File: config.mk
export PLATFORM = sky130hd
export DESIGN_NAME = hcpm_top
export DESIGN_NICKNAME = d
export VERILOG_FILES = /design/src/hdl/hcpm_top.v /design/src/hdl/hcpm_sync.v /design/src/hdl/hcpm_key_mem.v
export VERILOG_INCLUDE_DIRS = /design/src /design/src/common
export SDC_FILE = /design/constraint.sdc
export NUM_CORES = 1
export LEC_CHECK = 0
export BUFFER_PORTS_ARGS = -buffer_cell sky130_fd_sc_hd__clkbuf_2
export CAP_MARGIN = 20
export CORE_ASPECT_RATIO = 1.25
export CORE_MARGIN = 2
export CORE_UTILIZATION = 40
export CTS_CLUSTER_SIZE = 20
export DETAILED_ROUTE_END_ITERATION = 8
export PLACE_DENSITY = 0.69
export SYNTH_ARGS = -nofsm -noshare
export SYNTH_HDL_FRONTEND = slang
export SYNTH_HIERARCHICAL = 1
export SYNTH_SLANG_ARGS = --single-unit
File: constraint.sdc
create_clock -name mclk -period 3.8 [get_ports mclk]
set_clock_uncertainty 0.2 [all_clocks]
set_input_delay 1.14 -clock mclk [delete_from_list [all_inputs] [get_ports mclk]]
set_output_delay 1.14 -clock mclk [all_outputs]
set_load 0.01 [all_outputs]
File: src/common/hcpm_regs.vh
// constants for the host command power manager
`ifndef HCPM_REGS_VH
`define HCPM_REGS_VH
// command codes
`define HCPM_CMD_SERIAL_CFG   5'h00
`define HCPM_CMD_WEP_SEL      5'h01
`define HCPM_CMD_KEY          5'h02
`define HCPM_CMD_AUTH         5'h03
`define HCPM_CMD_SEARCH       5'h04
`define HCPM_CMD_JOIN         5'h05
`define HCPM_CMD_LEAVE        5'h06
`define HCPM_CMD_TOPOLOGY     5'h07
`define HCPM_CMD_CHANNEL      5'h08
`define HCPM_CMD_HW_ADDR      5'h09
`define HCPM_CMD_PWR_SAVE     5'h0a
`define HCPM_CMD_SIG_LEVEL    5'h0b
`define HCPM_CMD_LOCALE_GET   5'h0c
`define HCPM_CMD_LOCALE_SET   5'h0d
`define HCPM_CMD_CONV_INIT    5'h0e
`define HCPM_CMD_CONV_READ    5'h0f
`define HCPM_CMD_PIN_OUT      5'h10
`define HCPM_CMD_PIN_IN       5'h11
`define HCPM_CMD_PIN_HIGH     5'h12
`define HCPM_CMD_PIN_LOW      5'h13
`define HCPM_CMD_PIN_SAMPLE   5'h14
`define HCPM_CMD_VERSION      5'h15
// baud codes
`define HCPM_BAUD_9600        3'h0
`define HCPM_BAUD_19200       3'h1
`define HCPM_BAUD_38400       3'h2
`define HCPM_BAUD_57600       3'h3
`define HCPM_BAUD_115200      3'h4
`define HCPM_BAUD_230400      3'h5
`define HCPM_BAUD_921600      3'h6
// serial config arg layout: [2:0] baud, [4:3] length, [5] parity on,
// [6] parity odd, [7] two stop bits
`define HCPM_SC_BAUD_MSB      2
`define HCPM_SC_LEN_MSB       4
`define HCPM_SC_LEN_LSB       3
`define HCPM_SC_PAR_EN        5
`define HCPM_SC_PAR_ODD       6
`define HCPM_SC_STOP2         7
`define HCPM_LEN_8BIT         2'h3
// key lengths in hex digits
`define HCPM_KEY_DIGITS_64    8'h0a
`define HCPM_KEY_DIGITS_128   8'h1a
// power save modes
`define HCPM_PS_0             3'h0
`define HCPM_PS_1             3'h1
`define HCPM_PS_2             3'h2
`define HCPM_PS_5             3'h5
// locale codes and channel limits
`define HCPM_LOC_11           2'h0
`define HCPM_LOC_13           2'h1
`define HCPM_LOC_14           2'h2
`define HCPM_CHAN_MIN         4'h1
`define HCPM_CHAN_MAX_11      4'hb
`define HCPM_CHAN_MAX_13      4'hd
`define HCPM_CHAN_MAX_14      4'he
// answer status
`define HCPM_ST_OK            2'h0
`define HCPM_ST_REFUSED       2'h1
`define HCPM_ST_BAD_ARG       2'h2
`endif

File: src/hdl/hcpm_top.v
// command interpreter and power-save controller
//
// Behaviour
// - serial config accepts only the seven listed baud rates, then applies it
// - serial config rejects any character length other than eight bits
// - serial config selects even or odd parity and one or two stops
// - key command accepts only 10 or 26 hex digits, 64/128-bit key
// - host selects privacy none or WEP, and open or closed auth
// - channel command limited to 1..11, 1..13 or 1..14 by locale
// - power save command accepts modes 0, 1, 2, 5 only
// - commands set pin direction, drive outputs, sample inputs
// - join named network on command, leave it on another command
// - a command switches infrastructure and ad-hoc topology
// - queries return hardware address, signal level and locale
// - commands initialise a converter channel and read a conversion
// - mode 1 duty-cycles radio, controller awake and accepting commands
// - mode 2 enters standby when host drops sleep-permit line
// - mode 2 leaves standby on network packet or sleep-permit return
// - after start-up mode 5, radio powered down, awaiting commands
// - mode 5 accepts only serial config, power save, address, version
// - mode 1 is rejected as a bad argument while in ad-hoc topology
// - serial port comes up 115200 baud, eight bits, no parity, one stop
// - request-to-send held off after reset until ready for commands
`default_nettype none
`include "hcpm_regs.vh"
module hcpm_top #(
  parameter        NPIN    = 12,
  parameter        NCONV   = 2,
  parameter        CONV_W  = 10,
  parameter        NAME_W  = 8,
  parameter        ADDR_W  = 48,
  parameter        READY_CYC = 16,
  parameter [15:0] FW_VERSION = 16'h0100  // value is arbitrary
) (
  // clock and reset
  input  wire              mclk,
  input  wire              rst,
  input  wire              ce,
  // command request
  input  wire              cmd_valid,
  input  wire [4:0]        cmd_code,
  input  wire [7:0]        cmd_arg,
  input  wire [NPIN-1:0]   cmd_mask,
  input  wire [3:0]        key_digit,
  input  wire              key_digit_we,
  input  wire [NAME_W-1:0] cmd_name,
  // command answer
  output reg               rsp_valid,
  output reg  [1:0]        rsp_status,
  output reg  [ADDR_W-1:0] rsp_data,
  // host handshake pins
  output reg               rts_n,
  input  wire              sleep_permit,
  // serial port setting
  output reg  [2:0]        ser_baud,
  output reg               ser_par_en,
  output reg               ser_par_odd,
  output reg               ser_stop2,
  // network control and status
  input  wire              pkt_arrive,
  input  wire [ADDR_W-1:0] hw_addr,
  input  wire [7:0]        signal_level,
  output reg               radio_on,
  output reg               radio_ps,
  output reg               ctl_standby,
  output reg               adhoc,
  output reg  [3:0]        channel,
  output reg  [1:0]        locale,
  output reg               wep_on,
  output reg               auth_closed,
  output reg               key_128,
  output reg               join_req,
  output reg               leave_req,
  output reg               search_req,
  output reg  [NAME_W-1:0] net_name,
  output reg  [2:0]        ps_mode,
  // general-purpose pins
  input  wire [NPIN-1:0]   pin_i,
  output reg  [NPIN-1:0]   pin_o,
  output reg  [NPIN-1:0]   pin_oe,
  // converter
  output reg  [NCONV-1:0]  conv_en,
  output reg               conv_start,
  output reg  [7:0]        conv_sel,
  input  wire [CONV_W-1:0] conv_data
);
  localparam ST_BOOT  = 2'h0;
  localparam ST_READY = 2'h1;
  localparam ST_SLEEP = 2'h2;

  reg [1:0]  state_r;
  reg [7:0]  boot_cnt_r;
  reg [7:0]  key_cnt_r;
  reg [4:0]  key_wa_r;
  reg        sp_prev_r;
  wire [NPIN-1:0] pin_s;
  wire       sp_s;
  wire       pkt_s;
  wire [3:0] key_rd;
  reg        ok;
  reg        allowed;
  reg        bad;
  reg [3:0]  chan_max;

  // pins from outside pass the three-stage filter
  hcpm_sync #(.W(NPIN + 2)) u_sync (
    .mclk (mclk),
    .rst  (rst),
    .ce   (ce),
    .din  ({pin_i, sleep_permit, pkt_arrive}),
    .dout ({pin_s, sp_s, pkt_s})
  );

  hcpm_key_mem #(.DEPTH(26), .AW(5)) u_key (
    .mclk  (mclk),
    .ce    (ce),
    .we    (key_digit_we),
    .waddr (key_wa_r),
    .wdata (key_digit),
    .raddr (5'h00),
    .rdata (key_rd)
  );

  // channel ceiling follows the locale
  always @* begin
    case (locale)
      `HCPM_LOC_13: chan_max = `HCPM_CHAN_MAX_13;
      `HCPM_LOC_14: chan_max = `HCPM_CHAN_MAX_14;
      default:      chan_max = `HCPM_CHAN_MAX_11;
    endcase
  end

  // acceptance gate and argument check
  always @* begin
    allowed = (state_r == ST_READY);
    if (ps_mode == `HCPM_PS_5)
      allowed = allowed &&
        (cmd_code == `HCPM_CMD_SERIAL_CFG || cmd_code == `HCPM_CMD_PWR_SAVE ||
         cmd_code == `HCPM_CMD_HW_ADDR   || cmd_code == `HCPM_CMD_VERSION);
    bad = 1'b0;
    case (cmd_code)
      `HCPM_CMD_SERIAL_CFG:
        bad = (cmd_arg[`HCPM_SC_BAUD_MSB:0] > `HCPM_BAUD_921600) ||
              (cmd_arg[`HCPM_SC_LEN_MSB:`HCPM_SC_LEN_LSB] !=
               `HCPM_LEN_8BIT);
      `HCPM_CMD_KEY:
        bad = (key_cnt_r != `HCPM_KEY_DIGITS_64) &&
              (key_cnt_r != `HCPM_KEY_DIGITS_128);
      `HCPM_CMD_CHANNEL:
        bad = (cmd_arg[3:0] < `HCPM_CHAN_MIN) || (cmd_arg[3:0] > chan_max) ||
              (cmd_arg[7:4] != 4'h0);
      `HCPM_CMD_PWR_SAVE:
        bad = !(cmd_arg[2:0] == `HCPM_PS_0 || cmd_arg[2:0] == `HCPM_PS_1 ||
                cmd_arg[2:0] == `HCPM_PS_2 || cmd_arg[2:0] == `HCPM_PS_5) ||
              (cmd_arg[7:3] != 5'h00) ||
              (adhoc && cmd_arg[2:0] == `HCPM_PS_1);
      `HCPM_CMD_TOPOLOGY:
        bad = (ps_mode == `HCPM_PS_1) && cmd_arg[0];
      `HCPM_CMD_LOCALE_SET:
        bad = (cmd_arg[1:0] > `HCPM_LOC_14) || (cmd_arg[7:2] != 6'h00);
      `HCPM_CMD_CONV_INIT,
      `HCPM_CMD_CONV_READ:
        bad = (cmd_arg >= NCONV);
      default:
        bad = (cmd_code > `HCPM_CMD_VERSION);
    endcase
    ok = allowed && !bad;
  end

  always @(posedge mclk) begin
    if (rst) begin
      state_r     <= ST_BOOT;
      boot_cnt_r  <= 8'h00;
      key_cnt_r   <= 8'h00;
      key_wa_r    <= 5'h00;
      sp_prev_r   <= 1'b0;
      rsp_valid   <= 1'b0;
      rsp_status  <= `HCPM_ST_OK;
      rsp_data    <= {ADDR_W{1'b0}};
      rts_n       <= 1'b1;
      ser_baud    <= `HCPM_BAUD_115200;
      ser_par_en  <= 1'b0;
      ser_par_odd <= 1'b0;
      ser_stop2   <= 1'b0;
      radio_on    <= 1'b0;
      radio_ps    <= 1'b0;
      ctl_standby <= 1'b0;
      adhoc       <= 1'b0;
      channel     <= `HCPM_CHAN_MIN;
      locale      <= `HCPM_LOC_11;
      wep_on      <= 1'b0;
      auth_closed <= 1'b0;
      key_128     <= 1'b0;
      join_req    <= 1'b0;
      leave_req   <= 1'b0;
      search_req  <= 1'b0;
      net_name    <= {NAME_W{1'b0}};
      ps_mode     <= `HCPM_PS_5;
      pin_o       <= {NPIN{1'b0}};
      pin_oe      <= {NPIN{1'b0}};
      conv_en     <= {NCONV{1'b0}};
      conv_start  <= 1'b0;
      conv_sel    <= 8'h00;
    end else if (ce) begin
      rsp_valid  <= 1'b0;
      join_req   <= 1'b0;
      leave_req  <= 1'b0;
      search_req <= 1'b0;
      conv_start <= 1'b0;
      sp_prev_r  <= sp_s;
      if (key_digit_we) begin
        key_wa_r  <= key_wa_r + 5'h01;
        key_cnt_r <= key_cnt_r + 8'h01;
      end
      case (state_r)
        ST_BOOT: begin
          // hold off the host until the interpreter is settled
          if (boot_cnt_r == READY_CYC[7:0]) begin
            state_r <= ST_READY;
            rts_n   <= 1'b0;
          end else begin
            boot_cnt_r <= boot_cnt_r + 8'h01;
          end
        end
        ST_SLEEP: begin
          // standby wakes on a packet or on the permit coming back
          if (pkt_s || (sp_s && !sp_prev_r)) begin
            state_r     <= ST_READY;
            ctl_standby <= 1'b0;
            rts_n       <= 1'b0;
          end
        end
        ST_READY: begin
          if (ps_mode == `HCPM_PS_2 && sp_prev_r && !sp_s) begin
            state_r     <= ST_SLEEP;
            ctl_standby <= 1'b1;
            rts_n       <= 1'b1;
          end else if (cmd_valid) begin
            // mode 1 keeps the controller here, so commands stay served
            rsp_valid  <= 1'b1;
            rsp_status <= !allowed ? `HCPM_ST_REFUSED :
                          bad ? `HCPM_ST_BAD_ARG : `HCPM_ST_OK;
            rsp_data   <= {ADDR_W{1'b0}};
            if (ok) begin
              case (cmd_code)
                `HCPM_CMD_SERIAL_CFG: begin
                  ser_baud    <= cmd_arg[`HCPM_SC_BAUD_MSB:0];
                  ser_par_en  <= cmd_arg[`HCPM_SC_PAR_EN];
                  ser_par_odd <= cmd_arg[`HCPM_SC_PAR_ODD];
                  ser_stop2   <= cmd_arg[`HCPM_SC_STOP2];
                end
                `HCPM_CMD_WEP_SEL: wep_on <= cmd_arg[0];
                `HCPM_CMD_AUTH:    auth_closed <= cmd_arg[0];
                `HCPM_CMD_KEY: begin
                  key_128   <= (key_cnt_r == `HCPM_KEY_DIGITS_128);
                  key_cnt_r <= 8'h00;
                  key_wa_r  <= 5'h00;
                  rsp_data  <= {{(ADDR_W-4){1'b0}}, key_rd};
                end
                `HCPM_CMD_SEARCH:  search_req <= 1'b1;
                `HCPM_CMD_JOIN: begin
                  net_name <= cmd_name;
                  join_req <= 1'b1;
                end
                `HCPM_CMD_LEAVE:   leave_req <= 1'b1;
                `HCPM_CMD_TOPOLOGY: adhoc <= cmd_arg[0];
                `HCPM_CMD_CHANNEL: channel <= cmd_arg[3:0];
                `HCPM_CMD_HW_ADDR: rsp_data <= hw_addr;
                `HCPM_CMD_SIG_LEVEL:
                  rsp_data <= {{(ADDR_W-8){1'b0}}, signal_level};
                `HCPM_CMD_LOCALE_GET:
                  rsp_data <= {{(ADDR_W-2){1'b0}}, locale};
                `HCPM_CMD_LOCALE_SET: locale <= cmd_arg[1:0];
                `HCPM_CMD_PWR_SAVE: begin
                  ps_mode  <= cmd_arg[2:0];
                  radio_on <= (cmd_arg[2:0] != `HCPM_PS_5);
                  radio_ps <= (cmd_arg[2:0] == `HCPM_PS_1) ||
                              (cmd_arg[2:0] == `HCPM_PS_2);
                end
                `HCPM_CMD_CONV_INIT: begin
                  conv_en[cmd_arg[0]] <= 1'b1;
                end
                `HCPM_CMD_CONV_READ: begin
                  conv_sel   <= cmd_arg;
                  conv_start <= 1'b1;
                  rsp_data   <= {{(ADDR_W-CONV_W){1'b0}}, conv_data};
                end
                `HCPM_CMD_PIN_OUT: pin_oe <= pin_oe | cmd_mask;
                `HCPM_CMD_PIN_IN:  pin_oe <= pin_oe & ~cmd_mask;
                `HCPM_CMD_PIN_HIGH: pin_o <= pin_o | (cmd_mask & pin_oe);
                `HCPM_CMD_PIN_LOW:  pin_o <= pin_o & ~(cmd_mask & pin_oe);
                `HCPM_CMD_PIN_SAMPLE:
                  rsp_data <= {{(ADDR_W-NPIN){1'b0}},
                               pin_s & cmd_mask & ~pin_oe};
                `HCPM_CMD_VERSION:
                  rsp_data <= {{(ADDR_W-16){1'b0}}, FW_VERSION};
                default: rsp_data <= {ADDR_W{1'b0}};
              endcase
            end
          end
        end
        default: state_r <= ST_BOOT;
      endcase
    end
  end
endmodule // hcpm_top
`default_nettype wire

File: src/hdl/hcpm_sync.v
// three-stage synchroniser with agreement on the last two stages
`default_nettype none
module hcpm_sync #(
  parameter        W = 1
) (
  // clock and control
  input  wire         mclk,
  input  wire         rst,
  input  wire         ce,
  // data
  input  wire [W-1:0] din,
  output reg  [W-1:0] dout
);
  reg [W-1:0] s1_r;
  reg [W-1:0] s2_r;
  reg [W-1:0] s3_r;
  genvar g;
  always @(posedge mclk) begin
    if (rst) begin
      s1_r <= {W{1'b0}};
      s2_r <= {W{1'b0}};
      s3_r <= {W{1'b0}};
    end else if (ce) begin
      s1_r <= din;
      s2_r <= s1_r;
      s3_r <= s2_r;
    end
  end
  // a bit only moves once two later stages agree, filtering single glitches
  generate
    for (g = 0; g < W; g = g + 1) begin : g_agree
      always @(posedge mclk) begin
        if (rst)
          dout[g] <= 1'b0;
        else if (ce && (s2_r[g] == s3_r[g]))
          dout[g] <= s3_r[g];
      end
    end
  endgenerate
endmodule // hcpm_sync
`default_nettype wire

File: src/hdl/hcpm_key_mem.v
// small memory holding the privacy key digits, registered read
`default_nettype none
module hcpm_key_mem #(
  parameter        DEPTH = 26,
  parameter        AW    = 5
) (
  // clock
  input  wire          mclk,
  input  wire          ce,
  // write port
  input  wire          we,
  input  wire [AW-1:0] waddr,
  input  wire [3:0]    wdata,
  // read port
  input  wire [AW-1:0] raddr,
  output reg  [3:0]    rdata
);
  reg [3:0] mem [0:DEPTH-1];
  always @(posedge mclk) begin
    if (ce) begin
      if (we)
        mem[waddr] <= wdata;
      rdata <= mem[raddr];
    end
  end
endmodule // hcpm_key_mem
`default_nettype wire

==> impl_metrics.csv, run 1 <==
group,metric,value,unit
place,io_buffers,241,
cells_and_area,final_cell_mix,"clkbuf_2, dfxtp_1, nor2_1",
critical_path,r2r-start,"locale[0]",
clock_tree,cts_setup_buffers,0,
place,pre_cts_slack,-0.00987,ns
timing,slew_headroom,35.8,%
worst_hold_path,hold_path_class,"reg -> reg",
yosys,ys_async_sr_fraction,0,%
clock_tree,cts.path.max_buffers,3,
clock_tree,cts.sinks,308,
grt,grt_antenna_before_repair,4,
yosys,synthAdderAreaFrac,0.949,%
cells_and_area,instances_no_fill,1923,
clock_tree,cts_buffers,30,
critical_path,cp-endpoint,"rsp_data[8]",
clock_tree,cts_hold_buf,0,
power_and_ir_drop,power_density,434,nW/um^2
power_and_ir_drop,switching_share,22.9,%
yosys,synth_xor_area_share,1.33,%
critical_path,timing.rr.end,"rsp_data[8]",
timing,min_period,3.37,ns
die,rows,74,
yosys,ys_ff_latch,308,
power_and_ir_drop,p_leak,6.33,nW
yosys,netlist_instances,1242,
critical_path,cp-start-kind,"flop",
die,die_w,166,microns
yosys,synth_ff_type,"dfxtp_1",
job,drv_cap,0,
grt,grt_start_max_net_pins,104,
detailed_routing,drtIter0Drc,790,
place,placed_cell_area,14800,sq um
clock_tree,cts_tree,"yes",
place,hpwl,25500,microns
detailed_routing,ant_nets,0,
place,place_congestion,0.926,
power_and_ir_drop,cell_internal_pwr,5.30,mW
yosys,synth_edf_count,108,
critical_path,r2r_cells,10,
die,start_util,40.5,%
cells_and_area,final_area,15800,sq um
cells_and_area,final_util,48.6,%
cells_and_area,drive_gt1_share,24.7,%
status,run_status,"finished clean",
detailed_routing,num_vias,10200,
power_and_ir_drop,switching_power,1.58,mW
critical_path,critPathMaxFanout,8,
grt,gr-usage-all-layers,20.0,%
clock_tree,path_clk_slew,0.06,ns
detailed_routing,via_per_inst,5.31,
yosys,syn_avg_cell_area,10.6,sq um
clock_tree,cts-root-buf,"clkbuf_16",
grt,grt_pass1_vias,9735,
cells_and_area,syn_to_final_growth,20.2,%
timing,postLayoutSetupSlackWorst,0.427,ns
die,core_area,32600,sq um
grt,overflow,0,
power_and_ir_drop,comb_power_share,6.0,%
clock_tree,cts_max_level,1,
timing,hold_violations,0,
cells_and_area,final_common_cell,"clkbuf_2",
yosys,yosysWarnings,6,
yosys,syn_area,13200,sq um
timing,tightest_slew,0.959,ns
timing,period_share,88.8,%
power_and_ir_drop,p_clk_share,43.7,%
critical_path,critPathRequiredTime,4.11,ns
place,dp_cells,1865,
power_and_ir_drop,p_seq_share,50.3,%
cells_and_area,fin_nets,1611,
yosys,synth_top_family_by_area,"simple AND/OR/NAND/NOR gates",
timing,slew_viol_final,0,
detailed_routing,wl,35600,microns
die,io_pins,242,
critical_path,reg2reg_slack,0.43,ns
timing,grt_setup_unrepaired,"false",
detailed_routing,wl_per_cell,18.5,microns
timing,finalSetupViolCount,0,
clock_tree,clock_latency,0.57,ns
yosys,synth-compound-area-share,10.5,%
critical_path,worst_ep_arrival_time,3.68,ns
power_and_ir_drop,ir_drop,0.421,mV
die,die_y,207,microns
detailed_routing,drtPass1Iterations,7,
critical_path,crit_start,"locale[0]",
clock_tree,postCtsResizedCells,0,
critical_path,cp-end-kind,"flop",
detailed_routing,drcViolationCount,0,
yosys,ys_types,68,
die,die_area,34400,sq um
grt,grt_pass1_wl,54600,microns
timing,fmax,0.297,GHz
yosys,yosysSeqAreaShare,55.0,%
critical_path,worstSetupPathType,"reg -> reg",
yosys,yosys.area_share.simple,18.1,%
yosys,synthMuxAreaShare,10.4,%
## power by group through the flow
stage	combinational [mW]	clock [mW]	sequential (mW)
detailed placement	0.402	0	3.53
global route	0.450	3.20	3.46
finish	0.412	3.01	3.46
floorplan	0.258	0	3.53
global placement	0.396	0	3.53
CTS	0.405	3.07	3.46
## per-stage QoR
step,power (mW),TNS (ns),hold slack [ns]
final,6.88,0,0.249
after floorplan,3.79,0,0.260
after global routing,7.12,0,0.259
after CTS,6.94,0,0.252
after global placement,3.93,0,0.237
after detailed placement,3.94,-0.0224,0.243
## worst max-delay path: stages (launching register included)
cell and delay (ns):
dfxtp_1 0.41, inv_1 0.07, ha_1 0.30, ha_1 0.30, o21a_1 0.19, a221o_1 0.38
a2111oi_4 0.59, nor2_2 0.19, nor4_4 0.29, buf_4 0.21, a32o_1 0.18
## area by class of cell
type	instances	area, sq um
Clock inverter	22	214
Tap cell	418	523
Multi-Input combinational cell	843	5500
Timing Repair Buffer	270	1470
Antenna cell	2	5.00
Clock buffer	34	787
Fill cell	2984	16700
Sequential cell	308	7250
Inverter	26	97.6
## routing by layer
layer  part of all wire, %  vias up  GRT usage, %  routed length (microns)
met5                 0.070        -             0                       25
met4                   2.5        4          6.40                      873
met3                   7.6       66          4.48                     2700
met2                    50      378          36.2                    17800
met1                    40     4844          23.7                    14200
li1                      -     4917             -                        -
## Yosys cell counts (5+ instances only)
cell | n | area, sq um
nand3b_1 | 6 | 45.0
edfxtp_1 | 108 | 3240
buf_6 | 8 | 90.1
nor2b_1 | 11 | 68.8
and3_1 | 8 | 50.1
o32ai_2 | 14 | 228
nor3_1 | 24 | 120
and2_1 | 10 | 62.6
nand4_1 | 23 | 144
mux2i_1 | 112 | 1120
a22oi_1 | 16 | 120
clkbuf_1 | 38 | 143
buf_1 | 10 | 37.5
nor2b_4 | 14 | 193
a21oi_1 | 79 | 395
nand2b_1 | 24 | 150
o311ai_0 | 5 | 43.8
a32oi_1 | 5 | 43.8
xor2_1 | 14 | 123
a32o_1 | 5 | 50.1
nor4_1 | 6 | 37.5
nand3_1 | 74 | 370
o21ai_0 | 22 | 110
ha_1 | 10 | 125
dfxtp_1 | 200 | 4000
nand2_1 | 131 | 492
buf_2 | 18 | 90.1
inv_1 | 25 | 93.8
nor2_1 | 139 | 522
o211ai_1 | 8 | 60.1
mux4_1 | 5 | 131
xnor2_1 | 6 | 52.6
## worst min-delay path by stage
stage,from,to,slack [ns],cells past startpoint
2_1_floorplan,u_sync/s1_r[0],u_sync/s1_r[0],0.26,2
3_3_place_gp,rsp_data[14],rsp_data[14],0.24,2
3_5_place_dp,rsp_data[34],rsp_data[34],0.24,2
4_1_cts,rsp_data[14],rsp_data[14],0.25,2
5_1_grt,rsp_data[18],rsp_data[18],0.26,2
6_report,rsp_data[36],rsp_data[36],0.25,2
## flip-flops by register name (all words and copies together) (netlist names), 2 cells and up, named ones only
signal	count
u_key/mem	104
rsp_data	48
u_sync/dout	14
u_sync/s1_r	14
u_sync/s2_r	14
u_sync/s3_r	14
boot_cnt_r	8
conv_sel	8
key_cnt_r	8
net_name	8
key_wa_r	5
channel	4
u_key/rdata	4
ps_mode	3
ser_baud	3
conv_en	2
locale	2
rsp_status	2
state_r	2
## logic make-up after synthesis
family | Yosys count
XOR/XNOR | 20
other | 1
adder cells (fa/ha/maj) | 10
buffers and inverters | 103
multiplexers | 124
AO/OA/AOI/OAI | 192
AND/OR/NAND/NOR | 484
flip-flops | 308
(Power assumes the default switching activity.)
==> inputs of run 2 (changes only) <==
--- a/config.mk
+++ b/config.mk
@@ -14,6 +14,7 @@
 export CTS_CLUSTER_SIZE = 20
 export DETAILED_ROUTE_END_ITERATION = 8
 export PLACE_DENSITY = 0.69
+export RECOVER_POWER = 100
 export SYNTH_ARGS = -nofsm -noshare
 export SYNTH_HDL_FRONTEND = slang
 export SYNTH_HIERARCHICAL = 1
==> run 2 against run 1 <==
  * Routed wire length increased by 0.14%
  * Cell count unchanged
  * Non-clock buffer count unchanged
  * Global-route usage unchanged
  * Critical path depth decreased by 2
  * Sequential share of layout area increased by 0.88 points
  * Hold slack got worse by 0.00053 ns
  * Setup slack got worse by 0.11 ns
  * Via count decreased by 0.29%
  * Flip-flop and latch count unchanged
  * Cell area decreased by 1.9%
  * Sequential power about the same
  * Critical path type is now in -> reg
  * Largest power group unchanged
  * Highest routed layer unchanged
==> impl_metrics.csv, run 2 (same netlist as run 1, synthesis figures left out) <==
group,metric,value,unit
power_and_ir_drop,switching_power,1.57,mW
grt,use_met2,36.2,%
cells_and_area,final_common_cell,"dfxtp_1",
critical_path,r2r_cells,10,
place,place_congestion,0.926,
critical_path,cp_slowest_cell,"clkbuf_1",
critical_path,worstSetupPathType,"in -> reg",
detailed_routing,drtIter0Drc,732,
clock_tree,cts_tree,"yes",
die,core_area,32600,sq um
clock_tree,clock_latency,0.57,ns
timing,hold_violations,0,
detailed_routing,via_per_inst,5.29,
timing,grt_setup_unrepaired,"false",
detailed_routing,wl_per_cell,18.5,microns
place,dp_cells,1865,
critical_path,r2r-start,"locale[0]",
timing,fin_tns_setup,0,ns
timing,finalSetupViolCount,0,
detailed_routing,drcViolationCount,0,
critical_path,cpPeakStageDelay,0.54,ns
cells_and_area,fin_nets,1611,
detailed_routing,ant_nets,0,
grt,grt_pass1_vias,9735,
worst_hold_path,whs_path_depth,2,
critical_path,cp-end-kind,"flop",
die,die_area,34400,sq um
die,die_y,207,microns
place,hpwl,25500,microns
critical_path,critPathMaxFanout,17,
clock_tree,cts_buffers,30,
grt,gr-usage-all-layers,20.0,%
clock_tree,postCtsResizedCells,0,
timing,min_period,3.48,ns
clock_tree,path_clk_slew,0.07,ns
die,io_pins,242,
critical_path,worst_ep_arrival_time,3.79,ns
clock_tree,cts.path.max_buffers,3,
critical_path,timing.rr.end,"rsp_data[1]",
grt,grt_start_max_net_pins,104,
clock_tree,cts_max_level,1,
clock_tree,cts_hold_buf,0,
critical_path,critical-path-top-delay-family,"buffers and inverters",
detailed_routing,drtPass1Iterations,6,
place,io_buffers,241,
timing,slew_headroom,14.3,%
grt,gr-usage-met1,23.7,%
timing,timing.hold.ws,0.249,ns
job,drv_cap,0,
cells_and_area,n_fill_cell,3090,
power_and_ir_drop,comb_power_share,5.8,%
critical_path,worstPathCellList,"clkbuf_1 > inv_1 > and3_1 > a2111oi_4 > nor2_1 > nor4_4 > buf_4 > a32o_1",
power_and_ir_drop,power_density,442,nW/um^2
cells_and_area,final_cell_mix,"dfxtp_1, nor2_1, clkbuf_1",
cells_and_area,reg.largest.list,"u_key/mem x104, rsp_data x48",
timing,period_share,91.5,%
detailed_routing,num_vias,10200,
grt,globalRoute.busiestLayer,"met2",
timing,fmax,0.288,GHz
timing,slew_viol_final,0,
power_and_ir_drop,ir_drop,0.422,mV
clock_tree,cts_setup_buffers,0,
worst_hold_path,min_from,"rsp_data[36]",
cells_and_area,top_register,"u_key/mem",
die,start_util,40.5,%
cells_and_area,drive_gt1_share,14.8,%
clock_tree,cts.sinks,308,
cells_and_area,largest_reg_flops,104,
die,die_w,166,microns
detailed_routing,wl,35600,microns
critical_path,critPathRequiredTime,4.11,ns
grt,use_met3,4.48,%
critical_path,cp-start-kind,"primary input",
grt,grt_pass1_wl,54600,microns
power_and_ir_drop,p_leak,5.79,nW
grt,grt_antenna_before_repair,4,
worst_hold_path,hold_end,"rsp_data[36]",
clock_tree,cts-root-buf,"clkbuf_16",
power_and_ir_drop,switching_share,22.9,%
die,rows,74,
power_and_ir_drop,p_seq_share,50.4,%
cells_and_area,instances_no_fill,1923,
power_and_ir_drop,cell_internal_pwr,5.29,mW
status,run_status,"finished clean",
power_and_ir_drop,p_clk_share,43.8,%
critical_path,reg2reg_slack,0.36,ns
worst_hold_path,hold_path_class,"reg -> reg",
cells_and_area,syn_to_final_growth,17.9,%
timing,tightest_slew,1.29,ns
critical_path,crit_buf_inv,3,
grt,overflow,0,
==> run 2: cell count changes in the layout (fill, tap and decap cells not counted), sizes merged <==
cell    change
clkbuf     +11
buf        -11
==> run 2: power by group through the flow <==
stage          sequential [mW]  clock, mW  combinational, mW
2_1_floorplan             3.53          0              0.258
3_3_place_gp              3.53          0              0.396
3_5_place_dp              3.53          0              0.402
4_1_cts                   3.46       3.07              0.405
5_1_grt                   3.46       3.20              0.438
6_report                  3.46       3.01              0.400
==> run 2: per-stage QoR <==
stage	setup slack [ns]	power, mW	util (%)	cell area [sq um]
after floorplan	0.214	3.79	-	13200
after global placement	0.00856	3.93	45.5	14800
after detailed placement	-0.00987	3.94	45.5	14800
after CTS	0.501	6.94	48.6	15800
after global routing	0.178	7.10	47.7	15500
final	0.322	6.87	47.7	15500
==> run 2: layout make-up <==
| type | instances | area, sq um | area share (%) |
|---|---|---|---|
| Multi-Input combinational cell | 843 | 5400 | 34.7 |
| Tap cell | 418 | 523 | 3.36 |
| Clock buffer | 34 | 787 | 5.06 |
| Inverter | 26 | 97.6 | 0.628 |
| Timing Repair Buffer | 270 | 1270 | 8.20 |
| Sequential cell | 308 | 7250 | 46.6 |
| Clock inverter | 22 | 214 | 1.38 |
| Antenna cell | 2 | 5.00 | 0.0322 |
==> run 2: worst max path at each step <==
stage | from | end | slack (ns) | cells past startpoint
finish | cmd_code[0] | rsp_data[1] | 0.32 | 8
CTS | locale[0] | rsp_data[1] | 0.50 | 10
detailed placement | cmd_arg[4] | rsp_data[1] | -0.01 | 8
global route | cmd_code[0] | rsp_data[8] | 0.18 | 10
floorplan | cmd_arg[0] | rsp_data[0] | 0.21 | 9
global placement | cmd_arg[4] | rsp_data[7] | 0.009 | 8
==> run 2: worst min-delay path: stages (launching register included) <==
cell and delay, ns:
dfxtp_1 0.31, nand2_1 0.05, a21oi_1 0.05
==> run 2: layer usage <==
| metal | vias to the layer above | wire length, microns |
|---|---|---|
| met5 | - | 25 |
| met4 | 4 | 933 |
| met3 | 69 | 2710 |
| met2 | 377 | 17700 |
| met1 | 4806 | 14300 |
| li1 | 4923 | - |
==> inputs of run 3 (changes only) <==
--- a/config.mk
+++ b/config.mk
@@ -9,8 +9,8 @@
 export BUFFER_PORTS_ARGS = -buffer_cell sky130_fd_sc_hd__clkbuf_2
 export CAP_MARGIN = 20
 export CORE_ASPECT_RATIO = 1.25
-export CORE_MARGIN = 2
 export CORE_UTILIZATION = 40
+export CTS_CLUSTER_DIAMETER = 100
 export CTS_CLUSTER_SIZE = 20
 export DETAILED_ROUTE_END_ITERATION = 8
 export PLACE_DENSITY = 0.69
==> run 3 against run 2 <==
  * Global-route usage fell by 0.23 points
  * Core utilization fell by 0.71 points
  * Via count fell by 0.49%
  * Setup slack got worse by 0.021 ns
  * Clock power fell by 33%
  * Cell area fell by 2.8%
  * Flip-flop and latch count did not move
  * Die area fell by 2.2%
  * Routed wire length fell by 3.7%
  * Cell count fell by 1.4%
  * Register-to-register slack improved by 0.24 ns
  * Power fell by 14%
  * Critical path type unchanged
==> impl_metrics.csv, run 3 (same netlist as run 1, synthesis figures left out) <==
group,metric,value,unit
timing,grt_setup_unrepaired,"false",
die,die_area,33700,sq um
cells_and_area,final_util,47.0,%
job,drv_cap,0,
worst_hold_path,hold_path_class,"reg -> reg",
die,die_w,164,microns
place,io_buffers,241,
place,dp_cells,1866,
clock_tree,cts_setup_buffers,0,
critical_path,critical-path-top-delay-family,"buffers and inverters",
critical_path,cp_slowest_cell,"clkbuf_2",
grt,grt_antenna_before_repair,1,
power_and_ir_drop,finalPower,5.88,mW
cells_and_area,largest_reg_flops,104,
die,core_area,32200,sq um
timing,min_period,3.50,ns
critical_path,cp-end-kind,"flop",
cells_and_area,top_register,"u_key/mem",
grt,grt_start_max_net_pins,119,
die,start_util,41.0,%
timing,fin_tns_setup,0,ns
timing,fmax,0.286,GHz
critical_path,crit_buf_inv,3,
clock_tree,cts_hold_buf,0,
detailed_routing,drcViolationCount,0,
detailed_routing,drtPass1Iterations,5,
place,place_congestion,0.928,
cells_and_area,fin_nets,1607,
cells_and_area,syn_to_final_growth,14.6,%
critical_path,crit_cells,8,
critical_path,worstPathCellList,"clkbuf_1 > nand3b_1 > buf_4 > nor3_1 > clkbuf_2 > a21oi_1 > nand3_1 > a32o_1",
clock_tree,cts_max_level,1,
clock_tree,postCtsResizedCells,0,
grt,gr-usage-all-layers,19.8,%
cells_and_area,reg.largest.list,"u_key/mem x104, rsp_data x48",
critical_path,crit_start,"cmd_code[0]",
die,rows,73,
timing,period_share,92.1,%
critical_path,r2r-start,"locale[1]",
detailed_routing,ant_nets,0,
power_and_ir_drop,ir_drop,0.486,mV
grt,overflow,0,
die,io_pins,242,
detailed_routing,via_per_inst,5.34,
cells_and_area,final_cell_mix,"dfxtp_1, clkbuf_1, nor2_1",
clock_tree,cts.sinks,308,
critical_path,critPathRequiredTime,4.07,ns
critical_path,cp-endpoint,"rsp_data[0]",
power_and_ir_drop,p_leak,5.60,nW
status,run_status,"finished clean",
critical_path,critPathMaxFanout,42,
timing,slew_viol_final,0,
critical_path,cpPeakStageDelay,0.77,ns
detailed_routing,wl,34300,microns
power_and_ir_drop,power_density,389,nW/um^2
critical_path,timing.rr.end,"ser_baud[0]",
cells_and_area,drive_gt1_share,13.5,%
clock_tree,cts-root-buf,"clkbuf_16",
grt,grt_pass1_vias,9452,
critical_path,worstSetupPathType,"in -> reg",
critical_path,cp-start-kind,"primary input",
detailed_routing,wl_per_cell,18.1,microns
detailed_routing,drtIter0Drc,607,
timing,hold_violations,0,
clock_tree,clock_latency,0.53,ns
grt,grt_pass1_wl,51700,microns
cells_and_area,final_common_cell,"dfxtp_1",
clock_tree,cts.path.max_buffers,3,
clock_tree,cts_tree,"yes",
critical_path,r2r_cells,9,
clock_tree,path_clk_slew,0.08,ns
cells_and_area,num_antenna_cells,0,
timing,finalSetupViolCount,0,
cells_and_area,n_fill_cell,3066,
timing,slew_headroom,22.2,%
critical_path,worst_ep_arrival_time,3.77,ns
critical_path,reg2reg_slack,0.60,ns
place,hpwl,24700,microns
die,die_y,205,microns
cells_and_area,instances_no_fill,1897,
detailed_routing,num_vias,10100,
timing,tightest_slew,1.17,ns
clock_tree,cts_buffers,19,
[run 3: cell types whose count changed in the layout (fill, tap and decap cells not counted), moves of 3 or more]
| cell | before | now |
|---|---|---|
| bufinv_16 | 3 | 0 |
| buf_4 | 17 | 26 |
| clkinv_1 | 4 | 1 |
| clkbuf_1 | 136 | 143 |
| clkinv_2 | 6 | 0 |
| clkinvlp_4 | 4 | 0 |
| clkbuf_16 | 31 | 19 |
| clkinv_4 | 5 | 0 |
[run 3: routing by layer]
| metal | vias to the layer above | part of all wire [%] | wire [microns] | GRT usage, % |
|---|---|---|---|---|
| met5 | - | 0.038 | 13 | 0 |
| met4 | 2 | 2.3 | 806 | 5.90 |
| met3 | 52 | 7.3 | 2490 | 3.30 |
| met2 | 366 | 49 | 16800 | 35.1 |
| met1 | 4810 | 42 | 14300 | 24.3 |
| li1 | 4899 | - | - | - |
[run 3: final cells by class]
class / instances / area [sq um] / area share (%)
flip-flops and latches: 308 / 7250 / 48.0
clock buffers: 29 / 513 / 3.40
repair buffers: 277 / 1320 / 8.71
well taps: 412 / 515 / 3.41
inverters: 26 / 97.6 / 0.646
multi-input cells: 843 / 5390 / 35.7
clock inverters: 2 / 25.0 / 0.166
[run 3: worst min path at each step]
stage                               from        endpoint  slack (ns)  depth (start not counted)
after global routing        rsp_data[23]    rsp_data[23]        0.27                          2
after global placement      rsp_data[13]    rsp_data[13]        0.24                          2
after detailed placement    rsp_data[35]    rsp_data[35]        0.24                          2
after floorplan           u_sync/s1_r[0]  u_sync/s1_r[0]        0.26                          2
after CTS                   rsp_data[12]    rsp_data[12]        0.26                          2
final                       rsp_data[12]    rsp_data[12]        0.25                          2
[run 3: report_power, final]
| part | switching (mW) | total (mW) | internal (mW) |
|---|---|---|---|
| Sequential | 0.0214 | 3.46 | 3.43 |
| Combinational | 0.245 | 0.397 | 0.153 |
| Clock | 1.08 | 2.02 | 0.947 |
[run 3: worst min-delay path, delay by kind of cell (launching register included)]
family,cells,cell delay [ns]
flip-flops,1,0.31
AO/OA/AOI/OAI,1,0.05
AND/OR/NAND/NOR,1,0.05
[run 3: per-stage QoR]
stage	setup WS (ns)	hold slack (ns)	area, sq um
after detailed placement	0.0421	0.244	14900
after global placement	0.109	0.237	14900
after global routing	0.209	0.268	15100
final	0.301	0.253	15100
after floorplan	0.214	0.260	13200
after CTS	0.600	0.256	15400
